### src/scan_framer_pkg.sv
// Purpose: Shared constants and types for the express scan packet framer
// Assumes: 32-bit AHB-Lite register access, one 200 MHz clock
// Notes: Cabin and header byte counts and sync nibbles are defined here once
package scan_framer_pkg;

  // Packet geometry
  localparam int CABINS_PER_PACKET = 16;
  localparam int BYTES_PER_CABIN = 5;
  localparam int HEADER_BYTES = 4;
  localparam int PACKET_BYTES = HEADER_BYTES + CABINS_PER_PACKET * BYTES_PER_CABIN;
  localparam int CABIN_BITS = 8 * BYTES_PER_CABIN;
  localparam int BANKS = 2;
  localparam int STORE_DEPTH = BANKS * CABINS_PER_PACKET;
  localparam int STORE_ADDR_BITS = $clog2(STORE_DEPTH);
  localparam logic [3:0] LAST_CABIN = 4'hf;
  localparam logic [2:0] LAST_CABIN_BYTE = 3'h4;

  // Sample fields
  localparam int RANGE_BITS = 14;
  localparam int COMP_BITS = 6;
  localparam int ANGLE_BITS = 15;

  // Fixed sync nibbles
  localparam logic [3:0] FIRST_SYNC_NIBBLE = 4'ha;
  localparam logic [3:0] SECOND_SYNC_NIBBLE = 4'h5;

  // Mode value that selects the legacy packet format
  localparam logic [7:0] LEGACY_MODE = 8'h00;

  // Register byte offsets
  localparam logic [7:0] CONTROL_OFS = 8'h00;
  localparam logic [7:0] MODE_OFS = 8'h04;
  localparam logic [7:0] STATUS_OFS = 8'h08;
  localparam logic [7:0] PACKET_COUNT_OFS = 8'h0c;
  localparam logic [7:0] LAST_CHECK_OFS = 8'h10;

  // Control bits (write one to act)
  localparam int CTRL_START_BIT = 0;
  localparam int CTRL_STOP_BIT = 1;

  // Status bits
  localparam int STAT_RUNNING_BIT = 0;
  localparam int STAT_LEGACY_BIT = 1;
  localparam int STAT_UNSUPPORTED_BIT = 2;
  localparam int STAT_BANK0_BIT = 3;
  localparam int STAT_BANK1_BIT = 4;
  localparam int STAT_NEW_PENDING_BIT = 5;

  localparam logic [1:0] HTRANS_NONSEQ = 2'b10;
  localparam logic [15:0] COUNT_STEP = 16'h0001;

  // Transmit sequencer states
  typedef enum logic [2:0] {
    TX_IDLE,
    TX_FIRST_SYNC_NIBBLE,
    TX_ANGLE0,
    TX_ANGLE1,
    TX_CABIN
  } tx_state_e;

endpackage

### src/sample_store.sv
// Purpose: Two-bank cabin store, one write port and one registered read port
// Assumes: Read data holds until the next enabled read
// Notes: No reset on the array; contents are written before they are read
`timescale 1ns/1ps
module sample_store #(
  parameter int WIDTH = 40,
  parameter int DEPTH = 32,
  parameter int ADDR_BITS = 5
) (
  input wire logic clk,
  input wire logic wr_en,
  input wire logic [ADDR_BITS-1:0] wr_addr,
  input wire logic [WIDTH-1:0] wr_data,
  input wire logic rd_en,
  input wire logic [ADDR_BITS-1:0] rd_addr,
  output logic [WIDTH-1:0] rd_data
);

  logic [WIDTH-1:0] mem [DEPTH];

  // Write and registered read
  always_ff @(posedge clk) begin
    if (wr_en) begin
      mem[wr_addr] <= wr_data;
    end
    if (rd_en) begin
      rd_data <= mem[rd_addr];
    end
  end

endmodule

### src/cabin_pack.sv
// Purpose: Packs two samples into one five-byte cabin and folds its bytes
// Assumes: First inputs are the earlier sample
// Notes: Byte 0 of the cabin sits in the low eight bits of the word
`timescale 1ns/1ps
module cabin_pack
  import scan_framer_pkg::*;
(
  input wire logic [scan_framer_pkg::RANGE_BITS-1:0] first_sample_range,
  input wire logic [scan_framer_pkg::COMP_BITS-1:0] first_sample_comp,
  input wire logic [scan_framer_pkg::RANGE_BITS-1:0] second_sample_range,
  input wire logic [scan_framer_pkg::COMP_BITS-1:0] second_sample_comp,
  output logic [scan_framer_pkg::CABIN_BITS-1:0] cabin_word,
  output logic [7:0] cabin_xor
);

  // Range in mm passes unchanged so zero stays the invalid marker
  // Compensation is two's complement q3, its top bit the sign
  always_comb begin
    cabin_word = {first_sample_comp[3:0], second_sample_comp[3:0],
                  second_sample_range[13:6],
                  second_sample_range[5:0], second_sample_comp[5:4],
                  first_sample_range[13:6],
                  first_sample_range[5:0], first_sample_comp[5:4]};
    cabin_xor = cabin_word[7:0] ^ cabin_word[15:8] ^ cabin_word[23:16]
              ^ cabin_word[31:24] ^ cabin_word[39:32];
  end

endmodule

### src/scan_framer.sv
// Purpose: Frames measurement samples into legacy express scan packets
// Assumes: A UART transmitter drains tx bytes; AHB-Lite reaches the registers
// Notes: Two banks let one packet fill while the other is sent
// Notes on behaviour
// - Packets follow back to back while scanning
// - Sixteen cabins after the header fields
// - Five-byte cabin holds two samples
// - Sync nibbles 0xA then 0x5 in header
// - Reference angle is unsigned q6 degrees
// - Header carries one new-scan flag bit
// - Flag only on first packet after start
// - Check byte is XOR of data bytes
// - Check excludes both sync-bearing header bytes
// - Range in mm, zero means invalid
// - Compensation signed q3, top bit sign
// - First slot earlier, second slot later
// - Legacy format only when mode is zero
`timescale 1ns/1ps
module scan_framer
  import scan_framer_pkg::*;
(
  input wire logic clk,
  input wire logic rst,
  // AHB-Lite slave
  input wire logic hsel,
  input wire logic [31:0] haddr,
  input wire logic [1:0] htrans,
  input wire logic hwrite,
  input wire logic [2:0] hsize,
  input wire logic [31:0] hwdata,
  input wire logic hready,
  output logic hreadyout,
  output logic [31:0] hrdata,
  output logic hresp,
  // Samples from the measurement core
  input wire logic sample_valid,
  output logic sample_ready,
  input wire logic [scan_framer_pkg::RANGE_BITS-1:0] sample_range,
  input wire logic [scan_framer_pkg::COMP_BITS-1:0] sample_comp,
  input wire logic [scan_framer_pkg::ANGLE_BITS-1:0] sample_angle,
  // Byte stream to the UART
  output logic tx_valid,
  input wire logic tx_ready,
  output logic [7:0] tx_data
);

  import scan_framer_pkg::*;

  typedef struct packed {
    logic running;
    logic new_pending;
    logic [7:0] req_mode;
    logic fill_bank;
    logic [3:0] fill_cabin;
    logic half;
    logic [RANGE_BITS-1:0] held_range;
    logic [COMP_BITS-1:0] held_comp;
    logic [7:0] fill_chk;
    logic [ANGLE_BITS-1:0] fill_angle;
    logic fill_new;
    logic [BANKS-1:0] bank_full;
    logic [BANKS-1:0][7:0] bank_chk;
    logic [BANKS-1:0][ANGLE_BITS-1:0] bank_angle;
    logic [BANKS-1:0] bank_new;
    tx_state_e tx_state;
    logic tx_bank;
    logic [3:0] tx_cabin;
    logic [2:0] tx_pos;
    logic tx_valid;
    logic [7:0] tx_data;
    logic [15:0] pkt_count;
    logic [7:0] last_chk;
    logic a_write;
    logic [7:0] a_ofs;
    logic [31:0] hrdata;
  } state_s;

  state_s st;
  state_s next_st;

  logic legacy_active;
  logic accept;
  logic tx_load;
  logic mem_we;
  logic [STORE_ADDR_BITS-1:0] mem_waddr;
  logic mem_re;
  logic [STORE_ADDR_BITS-1:0] mem_raddr;
  logic [CABIN_BITS-1:0] mem_rdata;
  logic [CABIN_BITS-1:0] cabin_word;
  logic [7:0] cabin_xor;
  logic [7:0] pkt_chk;
  logic [31:0] status_word;
  logic [31:0] read_word;
  logic addr_phase;

  // Cabin builder from the held sample and the incoming one
  cabin_pack u_pack (
    .first_sample_range(st.held_range),
    .first_sample_comp(st.held_comp),
    .second_sample_range(sample_range),
    .second_sample_comp(sample_comp),
    .cabin_word(cabin_word),
    .cabin_xor(cabin_xor)
  );

  // Cabin store, bank in the top address bit
  sample_store #(
    .WIDTH(CABIN_BITS),
    .DEPTH(STORE_DEPTH),
    .ADDR_BITS(STORE_ADDR_BITS)
  ) u_store (
    .clk(clk),
    .wr_en(mem_we),
    .wr_addr(mem_waddr),
    .wr_data(cabin_word),
    .rd_en(mem_re),
    .rd_addr(mem_raddr),
    .rd_data(mem_rdata)
  );

  // Handshake and bus terms
  always_comb begin
    legacy_active = st.running && (st.req_mode == LEGACY_MODE);
    sample_ready = !legacy_active || !st.bank_full[st.fill_bank];
    accept = sample_valid && sample_ready && legacy_active;
    tx_load = !st.tx_valid || tx_ready;
    addr_phase = hsel && hready && (htrans == HTRANS_NONSEQ || htrans[1]);
    mem_we = accept && st.half;
    mem_waddr = {st.fill_bank, st.fill_cabin};
    pkt_chk = st.bank_chk[st.tx_bank];
  end

  // Status and read mux
  always_comb begin
    status_word = 32'h0000_0000;
    status_word[STAT_RUNNING_BIT] = st.running;
    status_word[STAT_LEGACY_BIT] = legacy_active;
    status_word[STAT_UNSUPPORTED_BIT] = st.running && (st.req_mode != LEGACY_MODE);
    status_word[STAT_BANK0_BIT] = st.bank_full[0];
    status_word[STAT_BANK1_BIT] = st.bank_full[1];
    status_word[STAT_NEW_PENDING_BIT] = st.new_pending;
    case (haddr[7:0])
      MODE_OFS: read_word = {24'h00_0000, st.req_mode};
      STATUS_OFS: read_word = status_word;
      PACKET_COUNT_OFS: read_word = {16'h0000, st.pkt_count};
      LAST_CHECK_OFS: read_word = {24'h00_0000, st.last_chk};
      default: read_word = 32'h0000_0000;
    endcase
  end

  // Next state: fill side, transmit side, then register writes
  always_comb begin
    next_st = st;
    mem_re = 1'b0;
    mem_raddr = {st.tx_bank, st.tx_cabin};

    // Fill: pair samples into cabins, fold check byte, close bank after 16
    if (accept) begin
      if (!st.half) begin
        next_st.held_range = sample_range;
        next_st.held_comp = sample_comp;
        next_st.half = 1'b1;
        if (st.fill_cabin == 4'h0) begin
          next_st.fill_angle = sample_angle;
          next_st.fill_new = st.new_pending;
          next_st.new_pending = 1'b0;
          next_st.fill_chk = 8'h00;
        end
      end else begin
        next_st.half = 1'b0;
        next_st.fill_chk = st.fill_chk ^ cabin_xor;
        if (st.fill_cabin == LAST_CABIN) begin
          next_st.bank_full[st.fill_bank] = 1'b1;
          next_st.bank_chk[st.fill_bank] = st.fill_chk ^ cabin_xor
            ^ st.fill_angle[7:0] ^ {st.fill_new, st.fill_angle[14:8]};
          next_st.bank_angle[st.fill_bank] = st.fill_angle;
          next_st.bank_new[st.fill_bank] = st.fill_new;
          next_st.fill_bank = !st.fill_bank;
          next_st.fill_cabin = 4'h0;
        end else begin
          next_st.fill_cabin = st.fill_cabin + 4'h1;
        end
      end
    end

    // Transmit: byte taken clears valid unless a new byte is loaded
    if (st.tx_valid && tx_ready) begin
      next_st.tx_valid = 1'b0;
    end
    case (st.tx_state)
      TX_IDLE: begin
        if (tx_load && st.bank_full[st.tx_bank]) begin
          next_st.tx_data = {FIRST_SYNC_NIBBLE, pkt_chk[3:0]};
          next_st.tx_valid = 1'b1;
          next_st.tx_state = TX_FIRST_SYNC_NIBBLE;
        end
      end
      TX_FIRST_SYNC_NIBBLE: begin
        if (tx_load) begin
          next_st.tx_data = {SECOND_SYNC_NIBBLE, pkt_chk[7:4]};
          next_st.tx_valid = 1'b1;
          next_st.tx_state = TX_ANGLE0;
        end
      end
      TX_ANGLE0: begin
        if (tx_load) begin
          next_st.tx_data = st.bank_angle[st.tx_bank][7:0];
          next_st.tx_valid = 1'b1;
          next_st.tx_state = TX_ANGLE1;
        end
      end
      TX_ANGLE1: begin
        if (tx_load) begin
          next_st.tx_data = {st.bank_new[st.tx_bank],
                             st.bank_angle[st.tx_bank][14:8]};
          next_st.tx_valid = 1'b1;
          next_st.tx_cabin = 4'h0;
          next_st.tx_pos = 3'h0;
          mem_re = 1'b1;
          mem_raddr = {st.tx_bank, 4'h0};
          next_st.tx_state = TX_CABIN;
        end
      end
      TX_CABIN: begin
        if (tx_load) begin
          next_st.tx_data = mem_rdata[8*st.tx_pos +: 8];
          next_st.tx_valid = 1'b1;
          if (st.tx_pos == LAST_CABIN_BYTE) begin
            next_st.tx_pos = 3'h0;
            if (st.tx_cabin == LAST_CABIN) begin
              next_st.bank_full[st.tx_bank] = 1'b0;
              next_st.tx_bank = !st.tx_bank;
              next_st.pkt_count = st.pkt_count + COUNT_STEP;
              next_st.last_chk = pkt_chk;
              next_st.tx_state = TX_IDLE;
            end else begin
              next_st.tx_cabin = st.tx_cabin + 4'h1;
              mem_re = 1'b1;
              mem_raddr = {st.tx_bank, st.tx_cabin + 4'h1};
            end
          end else begin
            next_st.tx_pos = st.tx_pos + 3'h1;
          end
        end
      end
      default: begin
        next_st.tx_state = TX_IDLE;
      end
    endcase

    // Bus address phase: latch write intent, prepare read data
    next_st.a_write = addr_phase && hwrite;
    next_st.a_ofs = haddr[7:0];
    if (addr_phase && !hwrite) begin
      next_st.hrdata = read_word;
    end

    // Bus data phase writes; start and stop win over the fill path
    if (st.a_write) begin
      case (st.a_ofs)
        CONTROL_OFS: begin
          if (hwdata[CTRL_START_BIT]) begin
            next_st.running = 1'b1;
            next_st.new_pending = 1'b1;
            next_st.fill_cabin = 4'h0;
            next_st.half = 1'b0;
          end else if (hwdata[CTRL_STOP_BIT]) begin
            next_st.running = 1'b0;
            next_st.fill_cabin = 4'h0;
            next_st.half = 1'b0;
          end
        end
        MODE_OFS: begin
          next_st.req_mode = hwdata[7:0];
        end
        default: begin
        end
      endcase
    end
  end

  // State register
  always_ff @(posedge clk) begin
    if (rst) begin
      st <= '0;
    end else begin
      st <= next_st;
    end
  end

  // Outputs
  assign hreadyout = 1'b1;
  assign hresp = 1'b0;
  assign hrdata = st.hrdata;
  assign tx_valid = st.tx_valid;
  assign tx_data = st.tx_data;

endmodule

### config.mk
export PLATFORM = sky130hd
export DESIGN_NAME = scan_framer
export DESIGN_NICKNAME = d
export VERILOG_FILES = /design/src/scan_framer_pkg.sv /design/src/sample_store.sv /design/src/cabin_pack.sv /design/src/scan_framer.sv
export SDC_FILE = /design/constraint.sdc
export NUM_CORES = 2
export LEC_CHECK = 0
export BUFFER_PORTS_ARGS = -buffer_cell sky130_fd_sc_hd__buf_4
export CORE_ASPECT_RATIO = 1.1
export CORE_MARGIN = 10
export CORE_UTILIZATION = 43
export DETAILED_ROUTE_END_ITERATION = 8
export SYNTH_ARGS = -nofsm -noshare
export SYNTH_HDL_FRONTEND = slang
export SYNTH_SLANG_ARGS = --single-unit
### constraint.sdc
create_clock -name clk -period 4.28 [get_ports clk]
set_input_delay 0.214 -clock clk [delete_from_list [all_inputs] [get_ports clk]]
set_output_delay 0.214 -clock clk [all_outputs]
set_load 0.02 [all_outputs]
## Yosys cells after proc, flatten, opt, wreduce, memory -nomap -nowiden

Memory sizes are Yosys's and may differ from the RTL's. A register that Yosys moved wholly into a read port is not among the register bits.
Index checks and enable logic that the tools add are counted.

| word-level totals | value |
|---|---|
| flip-flop bits (word level) | 195 |
| memory bits (writable) | 1280 |
| input port bits | 111 |
| memories kept | 1 |

Memories:

| memory | depth | width | rd ports | clocked after Yosys merged registers in | write ports | line | RTL |
|---|---|---|---|---|---|---|---|
| u_store.mem | 32 | 40 | 1 | 1 | 1 | sample_store.sv:19 | `logic [WIDTH-1:0] mem [DEPTH];` |

| cells by class | value |
|---|---|
| $add $sub $neg | 4 |
| $lt $le $gt $ge | 4 |
| eq/ne operators | 21 |
| shifts and indexed selects | 1 |
| multiplexer cells | 80 |
| bitwise gates (word level) | 11 |
| reduce and logical (&&, ||, !) cells | 42 |

Operators with widths:

| operator | count |
|---|---|
| $mux W50 | 2 |
| $mux W99 | 1 |
| $mux W24 | 3 |
| $pmux W16 S4 | 1 |
| $xor A8 B8 Y8 | 7 |
| $mux W8 | 6 |
| $mux W15 | 3 |
| $pmux W9 S5 | 1 |
| $mux W44 | 1 |
| $shiftx A40 B7 Y8 | 1 |
| $mux W9 | 4 |
| $mux W16 | 2 |
| $mux W4 | 8 |
| $bwmux W30 | 1 |
| $mux W1 | 23 |
| $mux W20 | 1 |
| $mux W5 | 4 |
| $add A16 B1 Y16 const B | 1 |
| $bwmux W16 | 1 |
| $eq A8 B3 Y1 const B | 2 |
| $eq A8 B4 Y1 const B | 2 |
| $logic_not A8 Y1 | 2 |
| $ne A2 B2 Y1 const B | 8 |
| $demux W15 S1 | 1 |
| other kinds (37) | 77 |

## Logic depth before layout (Yosys ltp)

| logic depth | value |
|---|---|
| depth after elaboration | 16 |
| gate-level depth with buffers | 14 |
| mapped depth without buffers | 9 |

## Cells and area by module

A second synthesis with hierarchy kept.

| unflattened totals | value |
|---|---|
| cells, all modules | 3902 |
| area, all modules | 60262.8 µm² |

By module, submodules not included:

| module | instances | cells an instance | area each (µm²) |
|---|---|---|---|
| sample_store | 1 | 2813 | 50965.1 |
| scan_framer | 1 | 1025 | 8677.1 |
| cabin_pack | 1 | 64 | 620.6 |

## Worst setup path after synthesis

OpenSTA, ideal clock, no wires.

| path | value |
|---|---|
| path type | register to register |
| from | reg st, in the netlist mem_waddr[4] |
| to | mem u_store.mem[31][0] (enable) |
| setup time | 420 ps |
| arrival time | 3332 ps |
| required time | 3860 ps |
| path slack | 528 ps |
| cell stages (with the launch flop) | 11 |
| path buffers | 3 |
| clock period less this slack | 3752 ps |
| cells stage by stage | dfxtp_1 -> clkbuf_1 -> mux2i_1 -> nand2_1 -> nor2_1 -> ha_1 -> nand2_1 -> or2_2 -> clkbuf_1 -> inv_1 -> buf_1 |

| between the ends | value |
|---|---|
| word-level cells in the longest chain between the ends | 9 |

RTL lines:

| element | line | RTL |
|---|---|---|
| from (decl) | scan_framer.sv:78 | `state_s st;` |
| from (signal assigned) | scan_framer.sv:287 | `st <= next_st;` |
| $mux W1 (implied by the code) (2 in series) | scan_framer.sv:124 | `sample_ready = !legacy_active \|\| !st.bank_full[st.fill_bank];` |
| $logic_not A1 Y1 | scan_framer.sv:124 |  |
| $logic_or A1 B1 Y1 | scan_framer.sv:124 |  |
| $logic_and A1 B1 Y1 (2 in series) | scan_framer.sv:125 | `accept = sample_valid && sample_ready && legacy_active;` |
| $logic_and A1 B1 Y1 | scan_framer.sv:128 | `mem_we = accept && st.half;` |
| $mux W1 | sample_store.sv:23 | `if (wr_en) begin` |
| $mux W1 (implied by the code) | sample_store.sv:24 | `mem[wr_addr] <= wr_data;` |
| to (decl) | sample_store.sv:19 |  |

Parallel ways exist; a longest one is shown, timed or not. The select of a mux whose other input is x is not followed.

==> metrics <==
status complete, no violations; Seq pwr share 0.548; RR Startpoint st[188]; Worst EP required ~5 ns; share of layout cells above drive strength 1 0.139; path category of the worst min-delay check input port to flop; synth cell count leaders edfxtp_1, mux2i_1, nand2_1; post-synthesis area per instance 15.6 um2; post-route ant nets 0; GRT overflow 0; vias in the first global route 32,600; Lkg Pwr a little over 20 nW; largest family of logic cells by synthesized area multiplexers; crit start category flop; DIE WIDTH 377 um; min cycle time layout approximately 3.6 ns; Net Sw Frac 0.200; Adder-Cell Fraction of Synth Area 0.00208; xor/xnor share of the synthesized area 0.0103; top-count cell post-synth edfxtp_1; fill cell count 11,500; initial antenna violation count 2; Yosys warnings 0; vias post-DR approximately 34,000; Crit Path Category flop to flop; die area roughly 0.16 mm2; Area growth syn-to-layout 14.9%; leading area contributor after synthesis edfxtp_1; post-synthesis async set-or-reset flop share 0; Clk pwr share 0.442; GRT Total Usage 0.196; DR pass1 iterations 5; Placement Setup Slack 0.707 ns; sequential area share after synthesis 0.719; Final period util 0.844; initial DRC count around 3,100; Worst-Margin Slew 1.15 ns; Min-Delay Startpoint rst; row cnt 143; CORE AREA roughly 0.14 mm2; TritonCTS Buffers around 160; via/cell ratio 5.66; Synth Area in Simple Gates 0.0483; clk_lat worst skew 0.78 ns; Max FO, Critical Path 25; Synth Register Bits between 1,000 and 1,500; post-synthesis compound-gate area fraction 0.0618; Detailed Route WL about 160,000 um; Post-synth EDFFs between 1,000 and 1,500; Post-CTS Resized 0; root buf cell clkbuf_16; Setup Skew 0.0282 ns; relative slew slack 0.229; DR WL/cell between 20 and 30 um; r2r worst-path depth 10; Setup-failing EPs final 0; Worst Path Arrival approximately 4.3 ns; HPWL Detailed around 87,000 um; Max-Cap Viols 0; Top Ports 155; Internal about 0.023 W; Clock Tree Buf Depth 3; clock-pin slew on the worst setup and hold paths roughly 0.060 ns; setup slack, reg-to-reg 0.67 ns; first-pass GRT wire length around 220,000 um; Initial Utilization 0.434; share of the synthesized area in the top cell type 0.659; hold path depth 2; worst hold endpoint hrdata[4]; mapped cell area about 0.06 mm2; port buffer count between 80 and 90; largest net degree at the start of global routing between 100 and 150; max-slew violations 0; Fin Setup TNS 0 ns; Die H between 400 and 500 um; fin worst setup slack about 0.67 ns; count of different cell masters after synthesis 65; VDD IR max approximately 0.33 mV; Sequential cell area about 0.043 mm2; CTS tree built; pwr dens roughly 420 mW/mm2; Mapped Cells just under 4,000; Logic pwr share 0.011; Sw Pwr approximately 0.0058 W; Nets between 4,000 and 5,000; CP endpoint kind flop; Main synth FF type edfxtp_1; H-tree depth 4; Placer Congestion between 0.7 and 0.8; mux cell area share after synthesis 0.132; clock sinks approximately 1,500; count of final hold-check violations 0; maximum clock frequency roughly 280 MHz; RSZ-0062 raised after global routing no; synth top area cells edfxtp_1, mux2i_1, dfxtp_1; DR DRC count 0; multi-input logic area approximately 0.016 mm2
[per-stage QoR]
stage / utilization / hold slack, ns / instances / power (W) / cell area (um2)
final: 0.499 / 0.0413 / 5989 / 0.0288 / 69100
after global routing: 0.499 / 0.0846 / 5989 / 0.0296 / 69100
after CTS: 0.499 / 0.0143 / 5988 / 0.0290 / 69100
after detailed placement: 0.460 / 0.440 / 5649 / 0.0164 / 63700
after global placement: 0.460 / 0.439 / 5649 / 0.0163 / 63700
after floorplan: - / 0.313 / 3859 / 0.0162 / 60200
[layout by cell type (no fill, tap or decap), types with 22 or more instances in the layout]
cell           count
dfxtp_1          178
o21ai_0           24
clkinv_1          33
a211oi_1          26
dlygate4sd3_1     56
nor4_2            39
mux2i_1          744
clkbuf_1          45
edfxtp_1        1320
nor2_4            30
xnor2_1           43
buf_4            194
xor2_1            28
a22oi_1          102
clkbuf_16        160
nor2_1           119
o22ai_1          157
buf_12            51
nand2_1          300
a21oi_1          248
clkinv_2          22
[repair_timing]
| action | 4_1_cts | 5_1_grt |
|---|---|---|
| endpoints found under the hold margin | 715 | 0 |
| buffers inserted | 0 | 0 |
| hold buffers | 56 | 0 |
[power groups by stage]
stage / Sequential, W / Clock [W] / Combinational (W)
after floorplan: 0.0161 / 0 / 0.0000977
after global placement: 0.0161 / 0 / 0.000261
after detailed placement: 0.0161 / 0 / 0.000268
after CTS: 0.0158 / 0.0129 / 0.000309
after global routing: 0.0158 / 0.0135 / 0.000334
final: 0.0158 / 0.0127 / 0.000312
[registers in the layout (all words and copies together) (netlist names), named ones only]
name	cells
hrdata	16
u_store.mem	1280
u_store.rd_data	40
tx_data	8
tx_valid	1
st	101
mem_waddr	5
[worst max-delay path, stage by stage (launching register included)]
cell      delay (ns)
dfxtp_1         0.33
nor4_1          0.47
nand3_1         0.25
nor2_1          0.30
ha_1            0.31
nand2_1         0.42
or2_2           0.65
clkinv_2        0.14
buf_4           0.36
nor2_1          0.08
a211oi_1        0.20
[how the worst max path moves through the flow]
stage / from / endpoint / slack, ns / cells past startpoint
finish: st[188] / flop / 0.67 / 10
global route: st[188] / flop / 0.41 / 10
CTS: st[188] / flop / 0.70 / 10
detailed placement: st[188] / flop / 0.71 / 10
global placement: st[188] / flop / 0.78 / 10
floorplan: mem_waddr[4] / u_store.mem[31][0] / 0.53 / 10
[kinds of logic after synthesis]
logic type | Yosys count
AOI/OAI and AO/OA | 605
adders and majority gates | 10
muxes | 773
xor gates and xnor gates | 71
DFF | 1499
and+or+nand+nor | 602
buffers and inverters | 281
other | 2
[per-layer routing]
metal,GRT usage,part of all wire
met1,0.279,0.45
met2,0.305,0.46
met3,0.0337,0.069
met4,0.0604,0.028
met5,0,0
[final cells by class]
class	count	share of cell area
diodes	1	0.0000362
clock buffers	212	0.0617
clock inverters	71	0.00771
inverters	13	0.000761
multi-input cells	2079	0.227
flip-flops and latches	1499	0.626
well taps	1812	0.0328
repair buffers	302	0.0441
Power figures use the tool's default switching activity.
